**config.mk**
```make
export PLATFORM = sky130hd
export DESIGN_NAME = boot_cmd_responder
export DESIGN_NICKNAME = d
export VERILOG_FILES = /design/src/logic/boot_cmd_responder.v /design/src/logic/tx_two_entry_buffer.v
export VERILOG_INCLUDE_DIRS = /design/src /design/src/logic
export SDC_FILE = /design/constraint.sdc
export NUM_CORES = 1
export LEC_CHECK = 0
export ABC_AREA = 1
export BUFFER_PORTS_ARGS = -buffer_cell sky130_fd_sc_hd__buf_4
export CAP_MARGIN = 10
export CORE_MARGIN = 2
export CORE_UTILIZATION = 55
export DETAILED_ROUTE_END_ITERATION = 7
export GPL_TIMING_DRIVEN = 0
export PLACE_DENSITY = 0.78
export SKIP_LAST_GASP = 1
export SLEW_MARGIN = 20
export SYNTH_ARGS = -nofsm -noshare
export SYNTH_HDL_FRONTEND = slang
export SYNTH_SLANG_ARGS = --single-unit
```
**constraint.sdc**
```tcl
create_clock -name mclk -period 3.4 [get_ports mclk]
set_input_delay 0.17 -clock mclk [delete_from_list [all_inputs] [get_ports mclk]]
set_output_delay 0.17 -clock mclk [all_outputs]
set_load 0.02 [all_outputs]
```
**src/logic/boot_cmd_defs.vh**
```
// Constants for the boot command responder
`ifndef BOOT_CMD_DEFS_VH
`define BOOT_CMD_DEFS_VH

`define CMD_RAM_XFER 8'h10
`define CMD_FLASH_SUM 8'h20
`define CMD_PROD_INFO 8'h30

`define ACK_RX_ERR 4'h8
`define ACK_BAD_CMD 4'h1
`define PREV_CMD_RST 4'h0

`define FLASH_BYTES 524288
`define FLASH_ADDR_W 19
`define SW_ID_ADDR 32'h000003F0
`define SW_ID_LEN 6'h04
`define INFO_LAST 6'h3D

`define PW_AREA_ADDR 32'h000003F4
`define RAM_START 32'hFFFD6000
`define INFO_DUMMY 32'hFFFD6FFF
`define RAM_END 32'hFFFDFFFF
`define INFO_CONST_A 32'hFFFD7000
`define INFO_CONST_B 32'hFFFDEFFF
`define CAP_WORD 16'h0001
`define FLASH_START 32'h00000000
`define FLASH_END 32'h000FFFFF
`define FLASH_BLOCKS 16'h0008
`define GRP_START 32'h00000000
`define GRP_SIZE_HW 32'h00010000
`define GRP_COUNT 8'h08

`endif

```
**src/logic/boot_cmd_responder.v**
```verilog
// Boot-mode responder for the flash sum and product information commands
`timescale 1ns/1ps
`default_nettype none
`include "boot_cmd_defs.vh"

module boot_cmd_responder #(
  parameter FLASH_BYTES = `FLASH_BYTES,
  parameter ADDR_W = `FLASH_ADDR_W,
  parameter [95:0] PRODUCT_NAME = "DEVPART0    "
) (
  input wire mclk,
  input wire nrst,
  input wire cmd_enable,
  input wire io_mode,
  input wire rx_valid,
  input wire [7:0] rx_data,
  input wire rx_err,
  output wire tx_valid,
  input wire tx_ready,
  output wire [7:0] tx_data,
  output wire flash_rd_en,
  output wire [ADDR_W-1:0] flash_rd_addr,
  input wire [7:0] flash_rd_data,
  output wire ram_xfer_start,
  output wire busy
);

  // PRODUCT_NAME default value is arbitrary

  localparam [2:0] S_IDLE = 3'h0;
  localparam [2:0] S_PUSH = 3'h1;
  localparam [2:0] S_SUM = 3'h2;
  localparam [2:0] S_SUM_LO = 3'h3;
  localparam [2:0] S_WAIT_CK = 3'h4;
  localparam [2:0] S_INFO = 3'h5;
  localparam [2:0] S_FETCH = 3'h6;
  localparam [2:0] S_RAM_GO = 3'h7;

  // Reset release synchroniser
  reg rst_meta_reg;
  reg rst_n_reg;
  wire rst_n;

  always @(posedge mclk or negedge nrst) begin
    if (!nrst) begin
      rst_meta_reg <= 1'b0;
      rst_n_reg <= 1'b0;
    end else begin
      rst_meta_reg <= 1'b1;
      rst_n_reg <= rst_meta_reg;
    end
  end

  assign rst_n = rst_n_reg;

  // State and datapath registers
  reg [2:0] state_reg;
  reg [2:0] state_next;
  reg [2:0] ret_reg;
  reg [2:0] ret_next;
  reg [7:0] byte_reg;
  reg [7:0] byte_next;
  reg [3:0] prev_hi_reg;
  reg [3:0] prev_hi_next;
  reg [ADDR_W:0] cnt_reg;
  reg [ADDR_W:0] cnt_next;
  reg [15:0] acc_reg;
  reg [15:0] acc_next;
  reg [7:0] csum_reg;
  reg [7:0] csum_next;
  reg [5:0] idx_reg;
  reg [5:0] idx_next;
  reg rd_en_reg;
  reg rd_en_next;
  reg [ADDR_W-1:0] rd_addr_reg;
  reg [ADDR_W-1:0] rd_addr_next;
  reg rd_q_reg;

  // Buffer side signals
  reg push_valid;
  wire push_ready;

  // Constant part of the information reply, first byte in the low lane
  wire [95:0] name_lsb_first;
  wire [455:0] info_tab;
  wire [5:0] tab_k;
  wire [7:0] tab_byte;

  genvar g;
  generate
    for (g = 0; g < 12; g = g + 1) begin : name_rev
      assign name_lsb_first[g*8 +: 8] = PRODUCT_NAME[(11-g)*8 +: 8];
    end
  endgenerate

  // Words sit low byte first in the table, so each goes out LSB first
  assign info_tab = {
    `GRP_COUNT,
    `GRP_SIZE_HW,
    `GRP_START,
    `FLASH_BLOCKS,
    `FLASH_END,
    `FLASH_START,
    `CAP_WORD,
    `INFO_CONST_B,
    `INFO_CONST_A,
    `RAM_END,
    `INFO_DUMMY,
    `RAM_START,
    `PW_AREA_ADDR,
    name_lsb_first
  };

  assign tab_k = idx_reg - `SW_ID_LEN;
  assign tab_byte = info_tab[tab_k*8 +: 8];

  // Identifier address kept full width, then cut to the flash port
  wire [31:0] sw_id_rd_addr;
  assign sw_id_rd_addr = `SW_ID_ADDR + {26'h0000000, idx_reg};

  // Command answer decode
  reg [7:0] ack_code;
  wire rx_bad;
  wire cmd_take;

  assign rx_bad = rx_err & ~io_mode;
  assign cmd_take = rx_valid & cmd_enable & (state_reg == S_IDLE);

  always @* begin
    ack_code = {prev_hi_reg, `ACK_BAD_CMD};
    if (rx_bad) begin
      ack_code = {prev_hi_reg, `ACK_RX_ERR};
    end else begin
      case (rx_data)
        `CMD_RAM_XFER: ack_code = rx_data;
        `CMD_FLASH_SUM: ack_code = rx_data;
        `CMD_PROD_INFO: ack_code = rx_data;
        default: ack_code = {prev_hi_reg, `ACK_BAD_CMD};
      endcase
    end
  end

  // Main sequencer
  always @* begin
    state_next = state_reg;
    ret_next = ret_reg;
    byte_next = byte_reg;
    prev_hi_next = prev_hi_reg;
    cnt_next = cnt_reg;
    acc_next = acc_reg;
    csum_next = csum_reg;
    idx_next = idx_reg;
    rd_en_next = 1'b0;
    rd_addr_next = rd_addr_reg;
    push_valid = 1'b0;
    case (state_reg)
      S_IDLE: begin
        if (cmd_take) begin
          byte_next = ack_code;
          state_next = S_PUSH;
          ret_next = S_IDLE;
          if (!rx_bad) begin
            prev_hi_next = rx_data[7:4];
            case (rx_data)
              `CMD_FLASH_SUM: begin
                ret_next = S_SUM;
                cnt_next = {(ADDR_W+1){1'b0}};
                acc_next = 16'h0000;
              end
              `CMD_PROD_INFO: begin
                ret_next = S_INFO;
                idx_next = 6'h00;
                csum_next = 8'h00;
              end
              `CMD_RAM_XFER: begin
                ret_next = S_RAM_GO;
              end
              default: begin
                ret_next = S_IDLE;
              end
            endcase
          end
        end
      end
      S_PUSH: begin
        push_valid = 1'b1;
        if (push_ready) begin
          state_next = ret_reg;
          if (ret_reg == S_INFO) begin
            if (idx_reg != 6'h00 || csum_reg != 8'h00) begin
              csum_next = csum_reg + byte_reg;
              idx_next = idx_reg + 6'h01;
            end
          end
        end
      end
      S_SUM: begin
        // One read per cycle; data lands two cycles after the decision
        if (cnt_reg < FLASH_BYTES) begin
          rd_en_next = 1'b1;
          rd_addr_next = cnt_reg[ADDR_W-1:0];
          cnt_next = cnt_reg + 1'b1;
        end
        if (rd_q_reg) begin
          acc_next = acc_reg + {8'h00, flash_rd_data};
        end
        if (cnt_reg == FLASH_BYTES && !rd_en_reg && !rd_q_reg) begin
          byte_next = acc_reg[15:8];
          ret_next = S_SUM_LO;
          state_next = S_PUSH;
        end
      end
      S_SUM_LO: begin
        byte_next = acc_reg[7:0];
        ret_next = S_WAIT_CK;
        state_next = S_PUSH;
      end
      S_WAIT_CK: begin
        // Checksum byte from the controller is taken and not checked
        if (rx_valid) begin
          state_next = S_IDLE;
        end
      end
      S_INFO: begin
        if (idx_reg > `INFO_LAST) begin
          state_next = S_IDLE;
        end else if (idx_reg < `SW_ID_LEN) begin
          rd_en_next = 1'b1;
          rd_addr_next = sw_id_rd_addr[ADDR_W-1:0];
          state_next = S_FETCH;
        end else if (idx_reg == `INFO_LAST) begin
          byte_next = 8'h00 - csum_reg;
          ret_next = S_INFO;
          state_next = S_PUSH;
        end else begin
          byte_next = tab_byte;
          ret_next = S_INFO;
          state_next = S_PUSH;
        end
      end
      S_FETCH: begin
        if (rd_q_reg) begin
          byte_next = flash_rd_data;
          ret_next = S_INFO;
          state_next = S_PUSH;
        end
      end
      S_RAM_GO: begin
        state_next = S_IDLE;
      end
      default: begin
        state_next = S_IDLE;
      end
    endcase
  end

  // A reply byte of the info stream is counted even when it is zero
  reg info_first_reg;

  always @(posedge mclk or negedge rst_n) begin
    if (!rst_n) begin
      state_reg <= S_IDLE;
      ret_reg <= S_IDLE;
      byte_reg <= 8'h00;
      prev_hi_reg <= `PREV_CMD_RST;
      cnt_reg <= {(ADDR_W+1){1'b0}};
      acc_reg <= 16'h0000;
      csum_reg <= 8'h00;
      idx_reg <= 6'h00;
      rd_en_reg <= 1'b0;
      rd_addr_reg <= {ADDR_W{1'b0}};
      rd_q_reg <= 1'b0;
      info_first_reg <= 1'b0;
    end else begin
      state_reg <= state_next;
      ret_reg <= ret_next;
      byte_reg <= byte_next;
      prev_hi_reg <= prev_hi_next;
      cnt_reg <= cnt_next;
      acc_reg <= acc_next;
      rd_en_reg <= rd_en_next;
      rd_addr_reg <= rd_addr_next;
      rd_q_reg <= rd_en_reg;
      if (state_reg == S_PUSH && push_ready && ret_reg == S_INFO) begin
        // Echo of 30H is not part of the checksummed range
        if (info_first_reg) begin
          csum_reg <= csum_reg + byte_reg;
          idx_reg <= idx_reg + 6'h01;
        end
        info_first_reg <= 1'b1;
      end else begin
        // Hold the running sum while a full buffer stalls the push
        csum_reg <= (state_reg == S_PUSH) ? csum_reg : csum_next;
        idx_reg <= (state_reg == S_PUSH) ? idx_reg : idx_next;
        if (state_reg == S_IDLE) begin
          info_first_reg <= 1'b0;
        end
      end
    end
  end

  // Output buffer absorbs a transmitter stall without losing a byte
  tx_two_entry_buffer #(
    .WIDTH(8)
  ) u_tx_buf (
    .mclk(mclk),
    .rst_n(rst_n),
    .in_valid(push_valid),
    .in_ready(push_ready),
    .in_data(byte_reg),
    .out_valid(tx_valid),
    .out_ready(tx_ready),
    .out_data(tx_data)
  );

  assign flash_rd_en = rd_en_reg;
  assign flash_rd_addr = rd_addr_reg;
  assign ram_xfer_start = (state_reg == S_RAM_GO);
  assign busy = (state_reg != S_IDLE);

endmodule
`default_nettype wire

```
**src/logic/tx_two_entry_buffer.v**
```verilog
// Two-entry buffer between the responder and the serial transmitter
`timescale 1ns/1ps
`default_nettype none

module tx_two_entry_buffer #(
  parameter WIDTH = 8
) (
  input wire mclk,
  input wire rst_n,
  input wire in_valid,
  output wire in_ready,
  input wire [WIDTH-1:0] in_data,
  output wire out_valid,
  input wire out_ready,
  output wire [WIDTH-1:0] out_data
);

  reg [WIDTH-1:0] head_reg;
  reg [WIDTH-1:0] tail_reg;
  reg [1:0] count_reg;
  wire push;
  wire pop;

  assign in_ready = (count_reg != 2'h2);
  assign out_valid = (count_reg != 2'h0);
  assign out_data = head_reg;
  assign push = in_valid & in_ready;
  assign pop = out_valid & out_ready;

  // Head always holds the oldest word so the output comes from a flop
  always @(posedge mclk or negedge rst_n) begin
    if (!rst_n) begin
      head_reg <= {WIDTH{1'b0}};
      tail_reg <= {WIDTH{1'b0}};
      count_reg <= 2'h0;
    end else begin
      case ({push, pop})
        2'b10: begin
          if (count_reg == 2'h0) begin
            head_reg <= in_data;
          end else begin
            tail_reg <= in_data;
          end
          count_reg <= count_reg + 2'h1;
        end
        2'b01: begin
          head_reg <= tail_reg;
          count_reg <= count_reg - 2'h1;
        end
        2'b11: begin
          if (count_reg == 2'h1) begin
            head_reg <= in_data;
          end else begin
            head_reg <= tail_reg;
            tail_reg <= in_data;
          end
        end
        default: begin
          count_reg <= count_reg;
        end
      endcase
    end
  end

endmodule
`default_nettype wire

```
==> impl_metrics.toml <==
[power]
vdd.ir_drop.worst_uv = 345
power_density_mw_per_mm2 = 687
leakage_uw = 0.00422

[detailed_routing]
drt_pass1_iterations = 5
ant_nets = 0
routedWlPerCell_um = 14.8
drc = 0
routed_wl_um = 18500
drtIter0Drc = 599
via_count = 6968
via_per_inst = 5.57

[cts]
cts_buffer_depth = 2
cts_root_buf = "clkbuf_16"
path_clk_slew_ps = 80
clock_sinks = 110
htreeDepth = 3
cts_made_buffers = 9
cts_setup_buffers = 0
clock_latency_ps = 360
cts_tree = "yes"

[sta]
rsz0062_at_grt = "false"
clock-skew-final_ps = 6.44
hold_violations = 0
finalSetupTns_ps = 0
finalMaxSlewViolations = 0
max_freq_mhz = 375
worst_pin_slew_ps = 673
worst_slack_ps = 734
setup_viol = 0
min_period_ps = 2670
period_share_pct = 78.4
max_slew_margin_pct = 55.1

[setup_path]
crit_path_frequent_cell = "nand2_1"
crit_buf_inv = 4
slowest_stage = "dfrtp_1"
crit_family = "buffers and inverters"
crit_type = "flop to flop"
startpoint_type = "flop"
critical_path.endpoint_type = "flop"
critPathArrivalTime_ps = 2920
crit_path_max_fanout = 12
cp.required_ps = 3660
cp_cell_sequence = "inv_1, buf_2, ha_1, inv_1, clkbuf_1, nand2_1, nand2_1, o21ai_0, nand2_1, nand2_1, nand2_1, nand2_1, nor2_1, nor2_1"
slowest_delay_ps = 460

[synthesis]
synthCells = 1002
yosysSeqAreaShare_pct = 37.4
synthXorXnorAreaFrac_pct = 2.97
synth_cell_type_count = 48
syn-num-nets = 1065
synth_compound_area_share_pct = 11.3
synthSimpleGateAreaFrac_pct = 31.9
synth_top_family_by_area = "simple AND/OR/NAND/NOR gates"
postSynthAreaPerCell_um2 = 7.35
synth_warnings = 0
syn-cell-area_mm2 = 0.00737
synth_mux_area_share_pct = 1.22
synth_fa_ha_area_share_pct = 7.10
ys_ff_latch = 110

[layout]
fin_cells = 1250
syn2layout_area_growth_pct = 13.5
drive_gt1_share_pct = 12.0
nFillCells = 1209
utilization_pct = 63.7
fin_area_mm2 = 0.00836
layout.cells.most_common = "nand2_1"
diodes = 0
largest_reg_flops = 20
final_nets = 1132
layout_common_cells = "271 x nand2_1, 117 x inv_1, 109 x dfrtp_1"

[global_routing]
overflow = 0
grt_usage_pct = 27.1
grt_max_degree = 49
antenna_found_initial = 0
grt_pass1_vias = 6495
grt_pass1_wl_um = 31300

[placed_design]
place_area_mm2 = 0.00804
gp_congestion = 0.947
dpl.cell_count = 1233
pre_cts_slack_ps = 821
dp.final_hpwl_um = 14100
io_buffer_count = 53

[die]
die_x_um = 120
fp.dieH_um = 120
placeableCoreArea_mm2 = 0.0131
die_area_mm2 = 0.0143
rows = 42
start_util_pct = 56.1
boundaryPins = 54

[job]
max-cap-violations = 0

[min_path]
hp-class = "input pin to flop"

[status]
status = "finished, final reports clean"
synthesized netlist by cell type (all sizes together):
library cell | number | share of area (%)
nand4 | 28 | 2.5
a21o | 1 | 0.10
nor3 | 25 | 2.2
o211ai | 4 | 0.41
nor3b | 1 | 0.10
o31ai | 9 | 0.92
nor2 | 98 | 5.5
o21a | 1 | 0.10
a21boi | 1 | 0.10
clkinv | 1 | 0.051
conb | 1 | 0.051
mux2 | 8 | 1.2
ha | 37 | 6.3
buf | 16 | 1.3
inv | 124 | 6.4
nand2 | 277 | 14
clkbuf | 9 | 0.46
a221oi | 6 | 0.71
fa | 3 | 0.82
or2 | 2 | 0.17
o21bai | 1 | 0.10
xnor2 | 11 | 1.3
nand3 | 91 | 6.6
a211oi | 1 | 0.10
o21ai | 59 | 4.2
nand3b | 4 | 0.41
a31oi | 11 | 0.93
dfrtp | 110 | 37
o22ai | 20 | 1.7
xor2 | 14 | 1.7
a21oi | 28 | 1.9
routing by layer:
layer / routed length [µm] / global-route usage (%)
met1: 8310 / 38.1
met2: 8830 / 43.9
met3: 1050 / 4.13
met4: 309 / 7.21
met5: 0 / 0
report_power, final:
part | leakage (µW) | switching, µW | internal [µW]
clock network | 0.000153 | 530 | 606
logic | 0.00262 | 1650 | 1010
registers | 0.00145 | 308 | 1640
total | 0.00422 | 2480 | 3260
worst reg2reg max path: stages (launching register included):
cell and delay [ps]:
dfrtp_1 460, inv_1 130, buf_2 270, ha_1 320, inv_1 100, clkbuf_1 360
nand2_1 150, nand2_1 120, o21ai_0 150, nand2_1 100, nand2_1 50, nand2_1 130
nand2_1 70, nor2_1 100, nor2_1 40
final timing paths:
path / start / to / slack (ps) / depth (start not counted)
hold reg to reg: rst_n / cnt_reg[13] / 230 / 0
setup reg to reg: idx_reg[2] / byte_reg[6] / 730 / 14
min in group asynchronous: nrst / rst_n / 120 / 2
setup / recovery: idx_reg[2] / byte_reg[6] / 730 / 14
hold / removal: rx_data[7] / prev_hi_reg[3] / 90 / 3
max in group asynchronous: rst_n / u_tx_buf.tail_reg[6] / 2620 / 1
metrics by stage:
stage	power, µW	hold slack, ps
floorplan	3840	-126
global placement	4530	-46.5
detailed placement	4610	-45.4
CTS	5750	88.9
global route	6220	95.9
finish	5750	91.2
kinds of logic after synthesis:
group	after synthesis
AOI/OAI and AO/OA	142
adders and majority gates	40
buffers and inverters	150
and+or+nand+nor	526
xor gates and xnor gates	25
other	1
muxes	8
DFF	110
timing repair:
item                                    CTS  global route
hold buffers                              1             0
endpoints found under the hold margin     2             0
endpoints found under the setup margin    0             0
resized for setup                         0             0
cell type report:
type                    instances  area, µm²  share of cell area, %
multi-input cells             742       4020                   48.0
flip-flops and latches        110       2760                   33.0
inverters                     125        472                   5.64
repair buffers                 56        455                   5.45
clock buffers                  10        239                   2.86
well taps                     176        220                   2.63
plain buffers                  25        126                   1.51
clock inverters                 6       77.6                  0.928
Note: power is estimated with default switching activity, not from simulation.
